===== config.mk =====
export PLATFORM = sky130hd
export DESIGN_NAME = spb_top
export DESIGN_NICKNAME = d
export VERILOG_FILES = /design/src/spb_top.v
export VERILOG_INCLUDE_DIRS = /design/src
export SDC_FILE = /design/constraint.sdc
export NUM_CORES = 2
export LEC_CHECK = 0
export BUFFER_PORTS_ARGS = -buffer_cell sky130_fd_sc_hd__buf_4
export CORE_UTILIZATION = 43
export CTS_CLUSTER_SIZE = 20
export DETAILED_ROUTE_END_ITERATION = 7
export SLEW_MARGIN = 30
export SYNTH_ARGS = -nofsm -noshare
export SYNTH_HDL_FRONTEND = slang
export SYNTH_SLANG_ARGS = --single-unit

===== constraint.sdc =====
create_clock -name clock_i -period 3.4 [get_ports clock_i]
set_input_delay 0.51 -clock clock_i [delete_from_list [all_inputs] [get_ports clock_i]]
set_output_delay 0.51 -clock clock_i [all_outputs]
set_load 0.1 [all_outputs]

===== src/spb_regs.vh =====
`ifndef SPB_REGS_VH
`define SPB_REGS_VH

// Register byte offsets
`define SPB_A_PMODE    6'h00
`define SPB_A_PWD_LO   6'h04
`define SPB_A_PWD_HI   6'h08
`define SPB_A_KEY_LO   6'h0c
`define SPB_A_KEY_HI   6'h10
`define SPB_A_CMD      6'h14
`define SPB_A_CFG1     6'h18
`define SPB_A_CFG3     6'h1c
`define SPB_A_LOCK     6'h20
`define SPB_A_PACC     6'h24
`define SPB_A_DACC     6'h28
`define SPB_A_BOOT     6'h2c
`define SPB_A_ECNT     6'h30
`define SPB_A_IRQ_STS  6'h34
`define SPB_A_IRQ_MSK  6'h38

// Protection mode bit positions (0 = feature enabled)
`define SPB_PM_PRM     0
`define SPB_PM_PER     1
`define SPB_PM_PWD     2
`define SPB_PM_OTP     3
`define SPB_PM_DYB     4
`define SPB_PM_RDP     5
`define SPB_PM_RST     16'hffff
`define SPB_PWD_RST    64'hffffffffffffffff
`define SPB_PWD_HIDDEN 32'h00000000

// Config register one / three masks
`define SPB_C1_TB      5
`define SPB_C1_PWDLOCK 8'h03
`define SPB_C1_PERLOCK 8'h8b
`define SPB_C3_PERLOCK 8'hf7
`define SPB_CFG_RST    8'h00

// Boot config fields
`define SPB_BT_EN      0
`define SPB_BT_DLY_LO  1
`define SPB_BT_DLY_HI  8
`define SPB_BT_ADR_LO  9
`define SPB_BT_ADR_HI  31
`define SPB_BT_RST     32'h00000000

// Command register: opcode [3:0], sector [11:8]
`define SPB_CMD_OP_HI  3
`define SPB_CMD_SC_LO  8
`define SPB_CMD_SC_HI  11
`define SPB_OP_PREAD   4'h1
`define SPB_OP_DREAD   4'h2
`define SPB_OP_PPROG   4'h3
`define SPB_OP_PERASE  4'h4
`define SPB_OP_DPROT   4'h5
`define SPB_OP_DUNPROT 4'h6
`define SPB_OP_UNLOCK  4'h7
`define SPB_OP_PLOCK   4'h8

// Sector geometry, access codes, interrupt events
`define SPB_SECTS      16
`define SPB_SECT_TOP   4'hf
`define SPB_SECT_BOT   4'h0
`define SPB_ACC_OPEN   8'hff
`define SPB_ACC_PROT   8'h00
`define SPB_CORRUPT    23
`define SPB_IRQ_W      4
`define SPB_EV_REFUSE  0
`define SPB_EV_BADPWD  1
`define SPB_EV_BOOT    2
`define SPB_EV_CORRUPT 3

`endif


===== src/spb_top.v =====
`default_nettype none
`include "spb_regs.vh"

module spb_top (
    input  wire        clock_i,
    input  wire        arst_n_i,
    input  wire        ce_i,
    input  wire [5:0]  avm_address_i,
    input  wire        avm_read_i,
    input  wire        avm_write_i,
    input  wire [31:0] avm_writedata_i,
    input  wire [3:0]  avm_byteenable_i,
    output reg  [31:0] avm_readdata_o,
    output reg         avm_waitrequest_o,
    input  wire        sclk_i,
    input  wire [3:0]  acc_sector_i,
    input  wire        erase_done_i,
    input  wire        count_corrupt_i,
    input  wire [3:0]  erase_sector_i,
    output reg         read_allow_o,
    output reg         write_allow_o,
    output reg         boot_start_o,
    output reg  [22:0] boot_start_address_o,
    output reg         irq_o
);

    // Boot sequencer states
    localparam [1:0] BT_IDLE = 2'b00;
    localparam [1:0] BT_WAIT = 2'b01;
    localparam [1:0] BT_DONE = 2'b10;

    // Byte-lane merge shared by every 32-bit register write
    function [31:0] spb_be_merge;
        input [31:0] old_v;
        input [31:0] new_v;
        input [3:0]  be;
        integer      k;
        begin
            spb_be_merge = old_v;
            for (k = 0; k < 4; k = k + 1) begin
                if (be[k]) begin
                    spb_be_merge[k*8 +: 8] = new_v[k*8 +: 8];
                end
            end
        end
    endfunction

    // Readback code for one protection bit
    function [7:0] spb_acc_code;
        input bit_v;
        begin
            spb_acc_code = bit_v ? `SPB_ACC_OPEN : `SPB_ACC_PROT;
        end
    endfunction

    reg  [15:0] pmode_q;
    reg  [63:0] pwd_q;
    reg  [63:0] key_q;
    reg  [7:0]  cfg1_q;
    reg  [7:0]  cfg3_q;
    reg         lock_q;
    reg         unlocked_q;
    reg  [7:0]  pacc_q;
    reg  [7:0]  dacc_q;
    reg  [31:0] boot_q;
    reg  [3:0]  sel_q;
    reg  [15:0] ppb_q;
    reg  [15:0] dyb_q;
    reg  [22:0] ecnt_q [0:15];
    reg  [15:0] corrupt_q;
    reg  [3:0]  sts_q;
    reg  [3:0]  msk_q;
    reg         init_q;
    reg  [1:0]  bt_state_q;
    reg  [7:0]  bt_cnt_q;
    reg         sclk_s1_q;
    reg         sclk_s2_q;
    reg         sclk_s3_q;
    reg  [31:0] rd_val;
    reg  [3:0]  ev;
    integer     i;

    // Request taken when waitrequest is still high; answer next cycle
    wire        acc_req  = ce_i & avm_waitrequest_o & (avm_read_i | avm_write_i);
    wire        wr_req   = acc_req & avm_write_i;
    wire [31:0] wd       = avm_writedata_i;
    wire        pwd_off  = pmode_q[`SPB_PM_PWD];
    wire        per_off  = pmode_q[`SPB_PM_PER];
    wire        cmd_go   = wr_req & (avm_address_i == `SPB_A_CMD);
    wire [3:0]  cmd_op   = wd[`SPB_CMD_OP_HI:0];
    wire [3:0]  cmd_sc   = wd[`SPB_CMD_SC_HI:`SPB_CMD_SC_LO];
    wire        key_ok   = (key_q == pwd_q);
    wire        sclk_rise = sclk_s2_q & ~sclk_s3_q;
    wire        tb_top   = cfg1_q[`SPB_C1_TB];

    // Persistent bits change only with lock set, permanent protect off,
    // and password mode off or unlocked
    wire ppb_mod_ok = lock_q & pmode_q[`SPB_PM_PRM]
                      & (pwd_off | unlocked_q);
    wire ppb_erase_ok = ppb_mod_ok & pmode_q[`SPB_PM_OTP];

    // Read-password lock holds until the right password arrives
    wire rd_locked = ~pmode_q[`SPB_PM_RDP] & ~pwd_off & ~unlocked_q;
    // The sector that stays readable under the lock is a full sector
    // number. A one-bit net here would compare every sector against 0 or 1,
    // so the top sector could never be the free one.
    wire [3:0] free_sect = tb_top ? `SPB_SECT_TOP : `SPB_SECT_BOT;

    // Mask of config-one bits a write may change
    wire [7:0] c1_mask = (pwd_off ? 8'hff : `SPB_C1_PWDLOCK)
                       & (per_off ? 8'hff : `SPB_C1_PERLOCK);
    wire [7:0] c3_mask = per_off ? 8'hff : `SPB_C3_PERLOCK;
    wire       pm_wr_ok = pwd_off & per_off;

    // Link clock is asynchronous: two stages, then a third for edges
    always @(posedge clock_i or negedge arst_n_i) begin
        if (!arst_n_i) begin
            sclk_s1_q <= 1'b0;
            sclk_s2_q <= 1'b0;
            sclk_s3_q <= 1'b0;
        end else if (ce_i) begin
            sclk_s1_q <= sclk_i;
            sclk_s2_q <= sclk_s1_q;
            sclk_s3_q <= sclk_s2_q;
        end
    end

    // Bus handshake: one wait-free cycle per request.
    // Waitrequest is low for exactly one cycle, so a master that holds its
    // strobe across that edge cannot start a second transfer by accident.
    // The cost is one idle cycle between back-to-back requests.
    always @(posedge clock_i or negedge arst_n_i) begin
        if (!arst_n_i) begin
            avm_waitrequest_o <= 1'b1;
            avm_readdata_o    <= 32'h00000000;
        end else if (ce_i) begin
            avm_waitrequest_o <= ~acc_req;
            if (acc_req && avm_read_i) begin
                avm_readdata_o <= rd_val;
            end
        end
    end

    // Readback mux; unmapped offsets read zero
    always @* begin
        rd_val = 32'h00000000;
        case (avm_address_i)
            `SPB_A_PMODE:   rd_val = {16'h0000, pmode_q};
            `SPB_A_PWD_LO:  rd_val = pwd_off ? pwd_q[31:0] : `SPB_PWD_HIDDEN;
            `SPB_A_PWD_HI:  rd_val = pwd_off ? pwd_q[63:32] : `SPB_PWD_HIDDEN;
            `SPB_A_CMD:     rd_val = {20'h00000, sel_q, 8'h00};
            `SPB_A_CFG1:    rd_val = {24'h000000, cfg1_q};
            `SPB_A_CFG3:    rd_val = {24'h000000, cfg3_q};
            `SPB_A_LOCK:    rd_val = {31'h00000000, lock_q};
            `SPB_A_PACC:    rd_val = {24'h000000, pacc_q};
            `SPB_A_DACC:    rd_val = {24'h000000, dacc_q};
            `SPB_A_BOOT:    rd_val = boot_q;
            `SPB_A_ECNT:    rd_val = {8'h00, corrupt_q[sel_q], ecnt_q[sel_q]};
            `SPB_A_IRQ_STS: rd_val = {28'h0000000, sts_q};
            `SPB_A_IRQ_MSK: rd_val = {28'h0000000, msk_q};
            default:        rd_val = 32'h00000000;
        endcase
    end

    // Non-volatile mode and password words: program toward zero only
    always @(posedge clock_i or negedge arst_n_i) begin
        if (!arst_n_i) begin
            pmode_q <= `SPB_PM_RST;
            pwd_q   <= `SPB_PWD_RST;
        end else if (ce_i && wr_req) begin
            if (avm_address_i == `SPB_A_PMODE && pm_wr_ok) begin
                pmode_q <= pmode_q & wd[15:0];
            end
            if (avm_address_i == `SPB_A_PWD_LO && pwd_off) begin
                pwd_q[31:0] <= pwd_q[31:0] & spb_be_merge(32'hffffffff, wd,
                                                          avm_byteenable_i);
            end
            if (avm_address_i == `SPB_A_PWD_HI && pwd_off) begin
                pwd_q[63:32] <= pwd_q[63:32] & spb_be_merge(32'hffffffff, wd,
                                                            avm_byteenable_i);
            end
        end
    end

    // Plain configuration words with their protection masks
    always @(posedge clock_i or negedge arst_n_i) begin
        if (!arst_n_i) begin
            key_q  <= 64'h0000000000000000;
            cfg1_q <= `SPB_CFG_RST;
            cfg3_q <= `SPB_CFG_RST;
            boot_q <= `SPB_BT_RST;
            msk_q  <= 4'h0;
        end else if (ce_i && wr_req) begin
            case (avm_address_i)
                `SPB_A_KEY_LO:  key_q[31:0]  <= spb_be_merge(key_q[31:0], wd,
                                                             avm_byteenable_i);
                `SPB_A_KEY_HI:  key_q[63:32] <= spb_be_merge(key_q[63:32], wd,
                                                             avm_byteenable_i);
                `SPB_A_CFG1:    cfg1_q <= (cfg1_q & ~c1_mask) | (wd[7:0] & c1_mask);
                `SPB_A_CFG3:    cfg3_q <= (cfg3_q & ~c3_mask) | (wd[7:0] & c3_mask);
                `SPB_A_BOOT:    boot_q <= spb_be_merge(boot_q, wd, avm_byteenable_i);
                `SPB_A_IRQ_MSK: msk_q  <= wd[`SPB_IRQ_W-1:0];
                default:        msk_q  <= msk_q;
            endcase
        end
    end

    // Sector protection bits, lock, unlock and access readback.
    // The first enabled cycle after reset loads the power-up state,
    // because an async reset may only load constants.
    always @(posedge clock_i or negedge arst_n_i) begin
        if (!arst_n_i) begin
            init_q     <= 1'b0;
            lock_q     <= 1'b1;
            unlocked_q <= 1'b0;
            ppb_q      <= 16'hffff;
            dyb_q      <= 16'hffff;
            pacc_q     <= `SPB_ACC_OPEN;
            dacc_q     <= `SPB_ACC_OPEN;
            sel_q      <= 4'h0;
        end else if (ce_i) begin
            if (!init_q) begin
                init_q <= 1'b1;
                lock_q <= pwd_off;
                if (!pmode_q[`SPB_PM_DYB]) begin
                    dyb_q <= 16'h0000;
                end
            end else if (wr_req && avm_address_i == `SPB_A_LOCK) begin
                lock_q <= lock_q & wd[0];
            end else if (cmd_go) begin
                sel_q <= cmd_sc;
                case (cmd_op)
                    `SPB_OP_PREAD:  pacc_q <= spb_acc_code(ppb_q[cmd_sc]);
                    `SPB_OP_DREAD:  dacc_q <= spb_acc_code(dyb_q[cmd_sc]);
                    `SPB_OP_PPROG: begin
                        if (ppb_mod_ok) begin
                            ppb_q[cmd_sc] <= 1'b0;
                        end
                    end
                    `SPB_OP_PERASE: begin
                        if (ppb_erase_ok) begin
                            ppb_q <= 16'hffff;
                        end
                    end
                    `SPB_OP_DPROT:   dyb_q[cmd_sc] <= 1'b0;
                    `SPB_OP_DUNPROT: dyb_q[cmd_sc] <= 1'b1;
                    `SPB_OP_UNLOCK: begin
                        if (key_ok) begin
                            unlocked_q <= 1'b1;
                            lock_q     <= 1'b1;
                        end
                    end
                    `SPB_OP_PLOCK:  lock_q <= 1'b0;
                    default:        sel_q  <= cmd_sc;
                endcase
            end
        end
    end

    // Event pulses for the interrupt status
    always @* begin
        ev = 4'h0;
        if (cmd_go && init_q) begin
            if ((cmd_op == `SPB_OP_PPROG && !ppb_mod_ok) ||
                (cmd_op == `SPB_OP_PERASE && !ppb_erase_ok)) begin
                ev[`SPB_EV_REFUSE] = 1'b1;
            end
            if (cmd_op == `SPB_OP_UNLOCK && !key_ok) begin
                ev[`SPB_EV_BADPWD] = 1'b1;
            end
        end
        if (wr_req && avm_address_i == `SPB_A_PMODE && !pm_wr_ok) begin
            ev[`SPB_EV_REFUSE] = 1'b1;
        end
        ev[`SPB_EV_BOOT]    = boot_start_o;
        ev[`SPB_EV_CORRUPT] = ce_i & count_corrupt_i;
    end

    // Sticky status, write one to clear; a new event beats the clear.
    // Software that clears a bit while the same event fires sees the bit
    // again, so no event can be lost between a read and its clear.
    always @(posedge clock_i or negedge arst_n_i) begin
        if (!arst_n_i) begin
            sts_q <= 4'h0;
            irq_o <= 1'b0;
        end else if (ce_i) begin
            if (wr_req && avm_address_i == `SPB_A_IRQ_STS) begin
                sts_q <= (sts_q & ~wd[`SPB_IRQ_W-1:0]) | ev;
            end else begin
                sts_q <= sts_q | ev;
            end
            irq_o <= |(sts_q & msk_q);
        end
    end

    // Erase counters per sector; corruption resets count and wins
    // over a same-cycle erase of the same sector.
    // The counter wraps silently at its full width; the array side is
    // trusted never to report that many erases of one sector.
    always @(posedge clock_i or negedge arst_n_i) begin
        if (!arst_n_i) begin
            for (i = 0; i < `SPB_SECTS; i = i + 1) begin
                ecnt_q[i] <= 23'h000000;
            end
            corrupt_q <= 16'h0000;
        end else if (ce_i) begin
            if (erase_done_i) begin
                ecnt_q[erase_sector_i]    <= ecnt_q[erase_sector_i] + 23'h000001;
                corrupt_q[erase_sector_i] <= 1'b0;
            end
            if (count_corrupt_i) begin
                ecnt_q[erase_sector_i]    <= 23'h000000;
                corrupt_q[erase_sector_i] <= 1'b1;
            end
        end
    end

    // Access permission for the array engine, registered
    always @(posedge clock_i or negedge arst_n_i) begin
        if (!arst_n_i) begin
            read_allow_o  <= 1'b0;
            write_allow_o <= 1'b0;
        end else if (ce_i) begin
            read_allow_o  <= init_q & (~rd_locked | (acc_sector_i == free_sect));
            write_allow_o <= init_q & ~rd_locked
                             & ppb_q[acc_sector_i] & dyb_q[acc_sector_i];
        end
    end

    // Boot read: after reset, count link clock edges, then start.
    // The settings are sampled only in the init cycle, while the boot word still
    // holds its reset value of zero, so the boot read stays disabled and a written boot word never takes effect.
    // The count uses the sampled link clock, so it is only exact while
    // the link clock stays well below half the core clock.
    always @(posedge clock_i or negedge arst_n_i) begin
        if (!arst_n_i) begin
            bt_state_q           <= BT_IDLE;
            bt_cnt_q             <= 8'h00;
            boot_start_o         <= 1'b0;
            boot_start_address_o <= 23'h000000;
        end else if (ce_i) begin
            boot_start_o <= 1'b0;
            case (bt_state_q)
                BT_IDLE: begin
                    if (!init_q) begin
                        boot_start_address_o <= boot_q[`SPB_BT_ADR_HI:`SPB_BT_ADR_LO];
                        bt_cnt_q <= boot_q[`SPB_BT_DLY_HI:`SPB_BT_DLY_LO];
                        if (boot_q[`SPB_BT_EN]) begin
                            bt_state_q <= BT_WAIT;
                        end else begin
                            bt_state_q <= BT_DONE;
                        end
                    end
                end
                BT_WAIT: begin
                    if (bt_cnt_q == 8'h00) begin
                        boot_start_o <= 1'b1;
                        bt_state_q   <= BT_DONE;
                    end else if (sclk_rise) begin
                        bt_cnt_q <= bt_cnt_q - 8'h01;
                    end
                end
                BT_DONE: bt_state_q <= BT_DONE;
                default: bt_state_q <= BT_DONE;
            endcase
        end
    end

endmodule // spb_top

`default_nettype wire


### Word-level counts from Yosys, hierarchy flattened

Cells that the tools add are included.

* equal/unequal tests: 38
* mux-type cells: 86
* order comparisons: 9
* bitwise gates (word level): 56
* add/subtract/negate cells: 2
* reduce and logical (&&, ||, !) cells: 56

Operators by type and width (number)
* $mux W368: 3
* $pmux W32 S13: 1
* $and A368 B368 Y368: 1
* $bwmux W368: 1
* $not A368 Y368: 1
* $mux W8: 26
* $bmux W23 S4: 2
* $mux W16: 9
* $mux W23: 5
* $demux W23 S4: 1
* $and A16 B16 Y16: 4
* $and A32 B32 Y32: 2
* $eq A64 B64 Y1: 1
* $mux W32: 2
* $pmux W16 S2: 2
* $eq A6 B6 Y1 const B: 7
* $reduce_and A3 Y1: 14
* $and A8 B8 Y8: 5
* $not A16 Y16: 2
* $or A16 B16 Y16: 2
* $eq A6 B5 Y1 const B: 4
* $add A23 B1 Y23 const B: 1
* $bmux W1 S4: 5
* $lt A4 B5 Y1 const B: 4
* other kinds (47): 142

* logic and storage cells: 303
* output and inout port bits: 60
* register bits after elaboration: 712
* bits of input ports: 58

### Depth between registers and ports, before layout

* word-level depth: 11
* mapped depth: 15
* depth with buffers taken out: 9

### Least setup slack after synthesis

No wires, ideal clock.

* path kind: input -> register
* start point: in erase_sector_i[0]
* end point: reg ecnt_q[317] (netlist bit)
* arrival time: 3390 ps
* cell stages on the path: 14
* buffers on the path: 5
* setup slack: -59 ps
* setup time: 69 ps
* required time: 3331 ps
* cells stage by stage: buf_6 > buf_12 > buf_12 > mux4_2 > a22oi_1 > nand2_2 > clkbuf_1 > ha_1 > a21bo_2 > nor3b_2 > nand4b_1 > buf_2 > or4_1 > nand3_1

* word-level cells in the longest chain between the ends: 10
* elaborated cells between the ends (all ways): 16
* classes of those cells: 1 x add/sub; 2 x order compare; 9 x mux; 3 x bitwise; 1 x reduce/logical

RTL lines
* start, declared: RTL line spb_top.v:19 `input wire [3:0] erase_sector_i,`
* $not A4 Y5 (not written as such) *: RTL line spb_top.v:308, spb_top.v:312
* $bmux W23 S4, or another cell as far along: RTL line spb_top.v:308 `ecnt_q[erase_sector_i] <= ecnt_q[erase_sector_i] + 23'h000001;`
* $mux W23 (not written as such) or $logic_and A1 B1 Y1 (tied branches): RTL line spb_top.v:308, spb_top.v:312
* $mux W23, on equally long branches: RTL line spb_top.v:308, spb_top.v:312
* $add A23 B1 Y23 or $demux W23 S4 (tied branches): RTL line spb_top.v:308, spb_top.v:312
* $bwmux W368: RTL line spb_top.v:308
* $mux W368: RTL line spb_top.v:307 `if (erase_done_i) begin`
* $mux W368: RTL line spb_top.v:306 `end else if (ce_i) begin`
* $and A368 B368 Y368 (no line)
* $mux W368 *: RTL line spb_top.v:311 `if (count_corrupt_i) begin`
* end signal, assigned by index: RTL line spb_top.v:308
* end, declared: RTL line spb_top.v:69 `reg [22:0] ecnt_q [0:15];`

Every way passes the cells marked *; elsewhere a longest branch is shown, timed or not. The select of a mux whose other input is x is not followed.
A chain may end at the register's enable or synchronous reset.

### Worst setup path after layout

* start point: reg ecnt_q[254] (netlist bit)
* end point: reg ecnt_q[340] (netlist bit)

* word-level cells in the longest chain between the ends: 9

RTL lines (RTL line)
* $bmux W23 S4 *: spb_top.v:308
* $mux W23 (not written as such) * (2 in a row): spb_top.v:308
* $add A23 B1 Y23 *: spb_top.v:308
* $bwmux W368 *: spb_top.v:308
* $mux W368 *: spb_top.v:307
* $mux W368 *: spb_top.v:306
* $and A368 B368 Y368 (no line)
* $mux W368 *: spb_top.v:311

Marks and branches as above.

==> reports/qor_table.md <==
| Item | Reported |
|:---|:---|
| Layout Area Growth over Synthesis | 16.1% |
| Post-Place Cells | 4455 |
| Synth async-reset ratio | 100% |
| Routability-driven placement congestion ratio | 0.941 |
| Chain of cells forming the critical path | mux4_2 -> a22oi_1 -> nand2_1 -> ha_1 -> a21bo_2 -> nor3b_2 -> nand4b_1 -> buf_12 -> or4_1 -> nand3_1 |
| Final period util | 85.7% |
| Max-slew violations | 0 |
| Post-DR vias/cell | 6.59 |
| Maximum number of pins on one net before global-route repair | 96 |
| Chip Height | 294 um |
| Final setup violation count | 0 |
| Count of unresolved DRC violations after routing | 0 |
| Skew final | 0.0317 ns |
| Post-CTS Setup Inserts | 0 |
| Detail Placement HPWL | 87200 um |
| Number of clock buffers inserted by TritonCTS | 80 |
| Type of destination of the critical path | flop |
| Maximum operating frequency | 343 MHz |
| Most frequent cell after synthesis | dfrtp_1 |
| Leading cell types by count after synthesis | dfrtp_1 (582), nand2_1 (385), o21ai_0 (297) |
| Power spent charging and discharging nets | 5.40 mW |
| Initial Util | 43.7% |
| Clock transition at the registers of the reported paths | 0.06 ns |
| Dominant synthesized flop cell | dfrtp_1 |
| DR WL/cell | 28.7 um |
| Vias in the first global route | 30400 |
| Iter 0 DRT Violations | 3973 |
| Die Width | 294 um |
| Number of synthesized flops with an enable pin | 0 |
| Peak supply drop | 0.000439 V |
| Synth top area share | 39.6% |
| Mean cell area of the mapped netlist | 11.2 um2 |
| Synthesis warning total | 0 |
| Internal power | 14.6 mW |
| Number of top-level design ports | 118 |
| Maximum fanout along the worst path | 32 |
| Grt ovf | 0 |
| Largest cells by area after synthesis | dfrtp_1 (40%), mux4_2 (13%), dfstp_2 (8.3%) |
| IO Port Bufs | 117 |
| Core box area | 84100 um2 |
| Outcome | finished clean |
| Dominant cell type by area after synthesis | dfrtp_1 |
| Share of cells above drive strength 1 | 28.6% |
| Remaining antenna violation count | 0 |
| Worst Setup Start Kind | flop |
| Clock tree from TritonCTS | built |
| CTS sink cnt | 698 |
| Kind of critical path | reg2reg |
| Wire length of the first global-routing pass | 199000 um |
| Data required time of the critical path | 3.98 ns |
| Sequential fraction of the synthesis area | 47.9% |
| Die area | 86700 um2 |
| Worst min path class | in2reg |
| H-tree depth | 3 |
| Normalized max-slew margin | 38.1% |
| Drt pass-1 iters | 6 |
| Cell Area, Synth | 36800 um2 |
| Switching Fraction | 27.0% |
| Max stage delay on crit path | 0.47 ns |
| Number of rows in the core area | 106 |
| Leakage power of the design | 18.1 nW |
| Routed vias | 30400 |
| Total of max-cap violations | 0 |
| Slowest cell on the critical path | or4_1 |
| Total routing resource utilization after global routing | 30.6% |
| Synthesized instance count | 3287 |
| Largest buffer count on any clock path | 3 |
| Number of cells in the finished layout apart from fillers | 4607 |
| Initial antenna violation count | 7 |
| Critical path arrival | 3.50 ns |
| Unrepaired setup endpoints after global routing | false |
| Clock network latency to the later pin of the worst-skew pair | 0.66 ns |
| Number of hold-slack violations in the final timing report | 0 |
| Setup TNS Final | 0 ns |
| Number of unique standard cell types used by synthesis | 73 |
| Routed Wire Length | 132000 um |
| Min Clock Period, post-route | 2.91 ns |
| Pwr dens | 468 nW/um2 |
| Number of synthesized register bits | 698 |
| Synth Net Count | 3348 |
| Logic gate share of total power | 10.6% |
| Sequential fraction of design power | 44.1% |
| Measured slew at the worst slew-check pin | 0.927 ns |
| Fraction of power consumed by the clock network | 45.3% |
| Root buffer cell | clkbuf_16 |
| Final-stage net count | 3465 |
==> placed cells by master (no fill, tap or decap), types with 22 or more instances in the layout <==
master / n
o211ai_1: 22
nand3_1: 271
nor4_1: 22
nand2_1: 385
dfstp_2: 116
mux2_2: 149
o21ai_0: 297
dfrtp_1: 579
nand2b_1: 32
a22oi_1: 102
clkbuf_16: 80
xor2_1: 69
clkbuf_1: 23
nor2_1: 119
or3_1: 35
buf_12: 37
a32oi_1: 65
a22o_1: 38
o21a_1: 81
a31oi_1: 36
buf_4: 304
clkbuf_8: 23
nand4_1: 51
or4_1: 64
a21oi_1: 32
mux4_2: 209
==> kinds of logic after synthesis <==
kind of cell	count (synthesis)	share of synthesized area, %
mux	373	18.4
xor+xnor	78	1.86
simple gates	1069	14.3
compound gates	749	13.5
flops	698	47.9
fa+ha+maj	3	0.102
buf+inv	317	3.95
==> per-stage QoR <==
step / setup slack [ns] / hold slack, ns / instance area [um2] / total power [mW] / utilization (%)
2_1_floorplan: 0.0226 / 0.214 / 36800 / 10.2 / -
3_3_place_gp: -0.0504 / 0.446 / 39900 / 11.0 / 47.4
3_5_place_dp: -0.179 / 0.449 / 39900 / 11.1 / 47.4
4_1_cts: 0.502 / 0.0730 / 42700 / 20.1 / 50.7
5_1_grt: 0.345 / 0.0739 / 42700 / 20.5 / 50.7
6_report: 0.488 / 0.0935 / 42700 / 20.0 / 50.8
==> power by group through the flow <==
| stage | registers [mW] | clock network, mW | logic (mW) |
|---|---|---|---|
| after global placement | 8.95 | 0 | 2.08 |
| after detailed placement | 8.96 | 0 | 2.11 |
| after floorplan | 9.45 | 0 | 0.772 |
| after CTS | 8.82 | 9.15 | 2.12 |
| final | 8.82 | 9.05 | 2.12 |
| after global routing | 8.85 | 9.47 | 2.24 |
==> what timing repair did <==
item | CTS | global route
endpoints found under the setup margin | 0 | 0
hold buffers | 1 | 0
resized for setup | 0 | 0
endpoints found under the hold margin | 54 | 0
==> final timing paths <==
| kind | end | depth (start not counted) | slack [ns] | startpoint |
|---|---|---|---|---|
| max | ecnt_q[340] | 10 | 0.49 | ecnt_q[254] |
| min | sclk_s1_q | 2 | 0.09 | sclk_i |
| max reg2reg | ecnt_q[340] | 10 | 0.49 | ecnt_q[254] |
| min reg2reg | pmode_q[11] | 1 | 0.46 | pmode_q[11] |
| max in group asynchronous | dyb_q[9] | 3 | 1.82 | arst_n_i |
| min in group asynchronous | bt_cnt_q[5] | 2 | 0.49 | arst_n_i |
==> critical path, delay by kind of cell, from the launching register on <==
family | cells | cell delay (ns)
AOI/OAI and AO/OA | 2 | 0.37
adders and majority gates | 1 | 0.27
buffers and inverters | 1 | 0.23
DFF | 1 | 0.39
muxes | 1 | 0.27
and+or+nand+nor | 5 | 1.30
==> sequential cells by signal, indices dropped and copies added, names as in the netlist, 2 cells and up, named ones only <==
register and count:
ecnt_q 368, key_q 64, pwd_q 64, avm_readdata_o 32, boot_q 32, boot_start_address_o 23
corrupt_q 16, dyb_q 16, pmode_q 16, ppb_q 16, bt_cnt_q 8, cfg3_q 7
msk_q 4, sel_q 4, sts_q 4, bt_state_q 2, cfg1_q 2
==> per-layer routing <==
layer  GRT usage [%]  wire length (um)  up-vias
li1                -                 -    12700
met1            40.6             51000    15300
met2            47.8             60500     1950
met3            7.34             13900      452
met4            13.5              6680        4
met5               0                29        -
==> final cells by class <==
cell class | instances | area [um2]
fillers | 7430 | 41400
multi-input cells | 2272 | 17800
flip-flops and latches | 698 | 17600
repair buffers | 344 | 3060
clock buffers | 126 | 2400
well taps | 1134 | 1420
clock inverters | 22 | 372
inverters | 8 | 30.0
diodes | 3 | 7.51
Power figures use the tool's default switching activity.
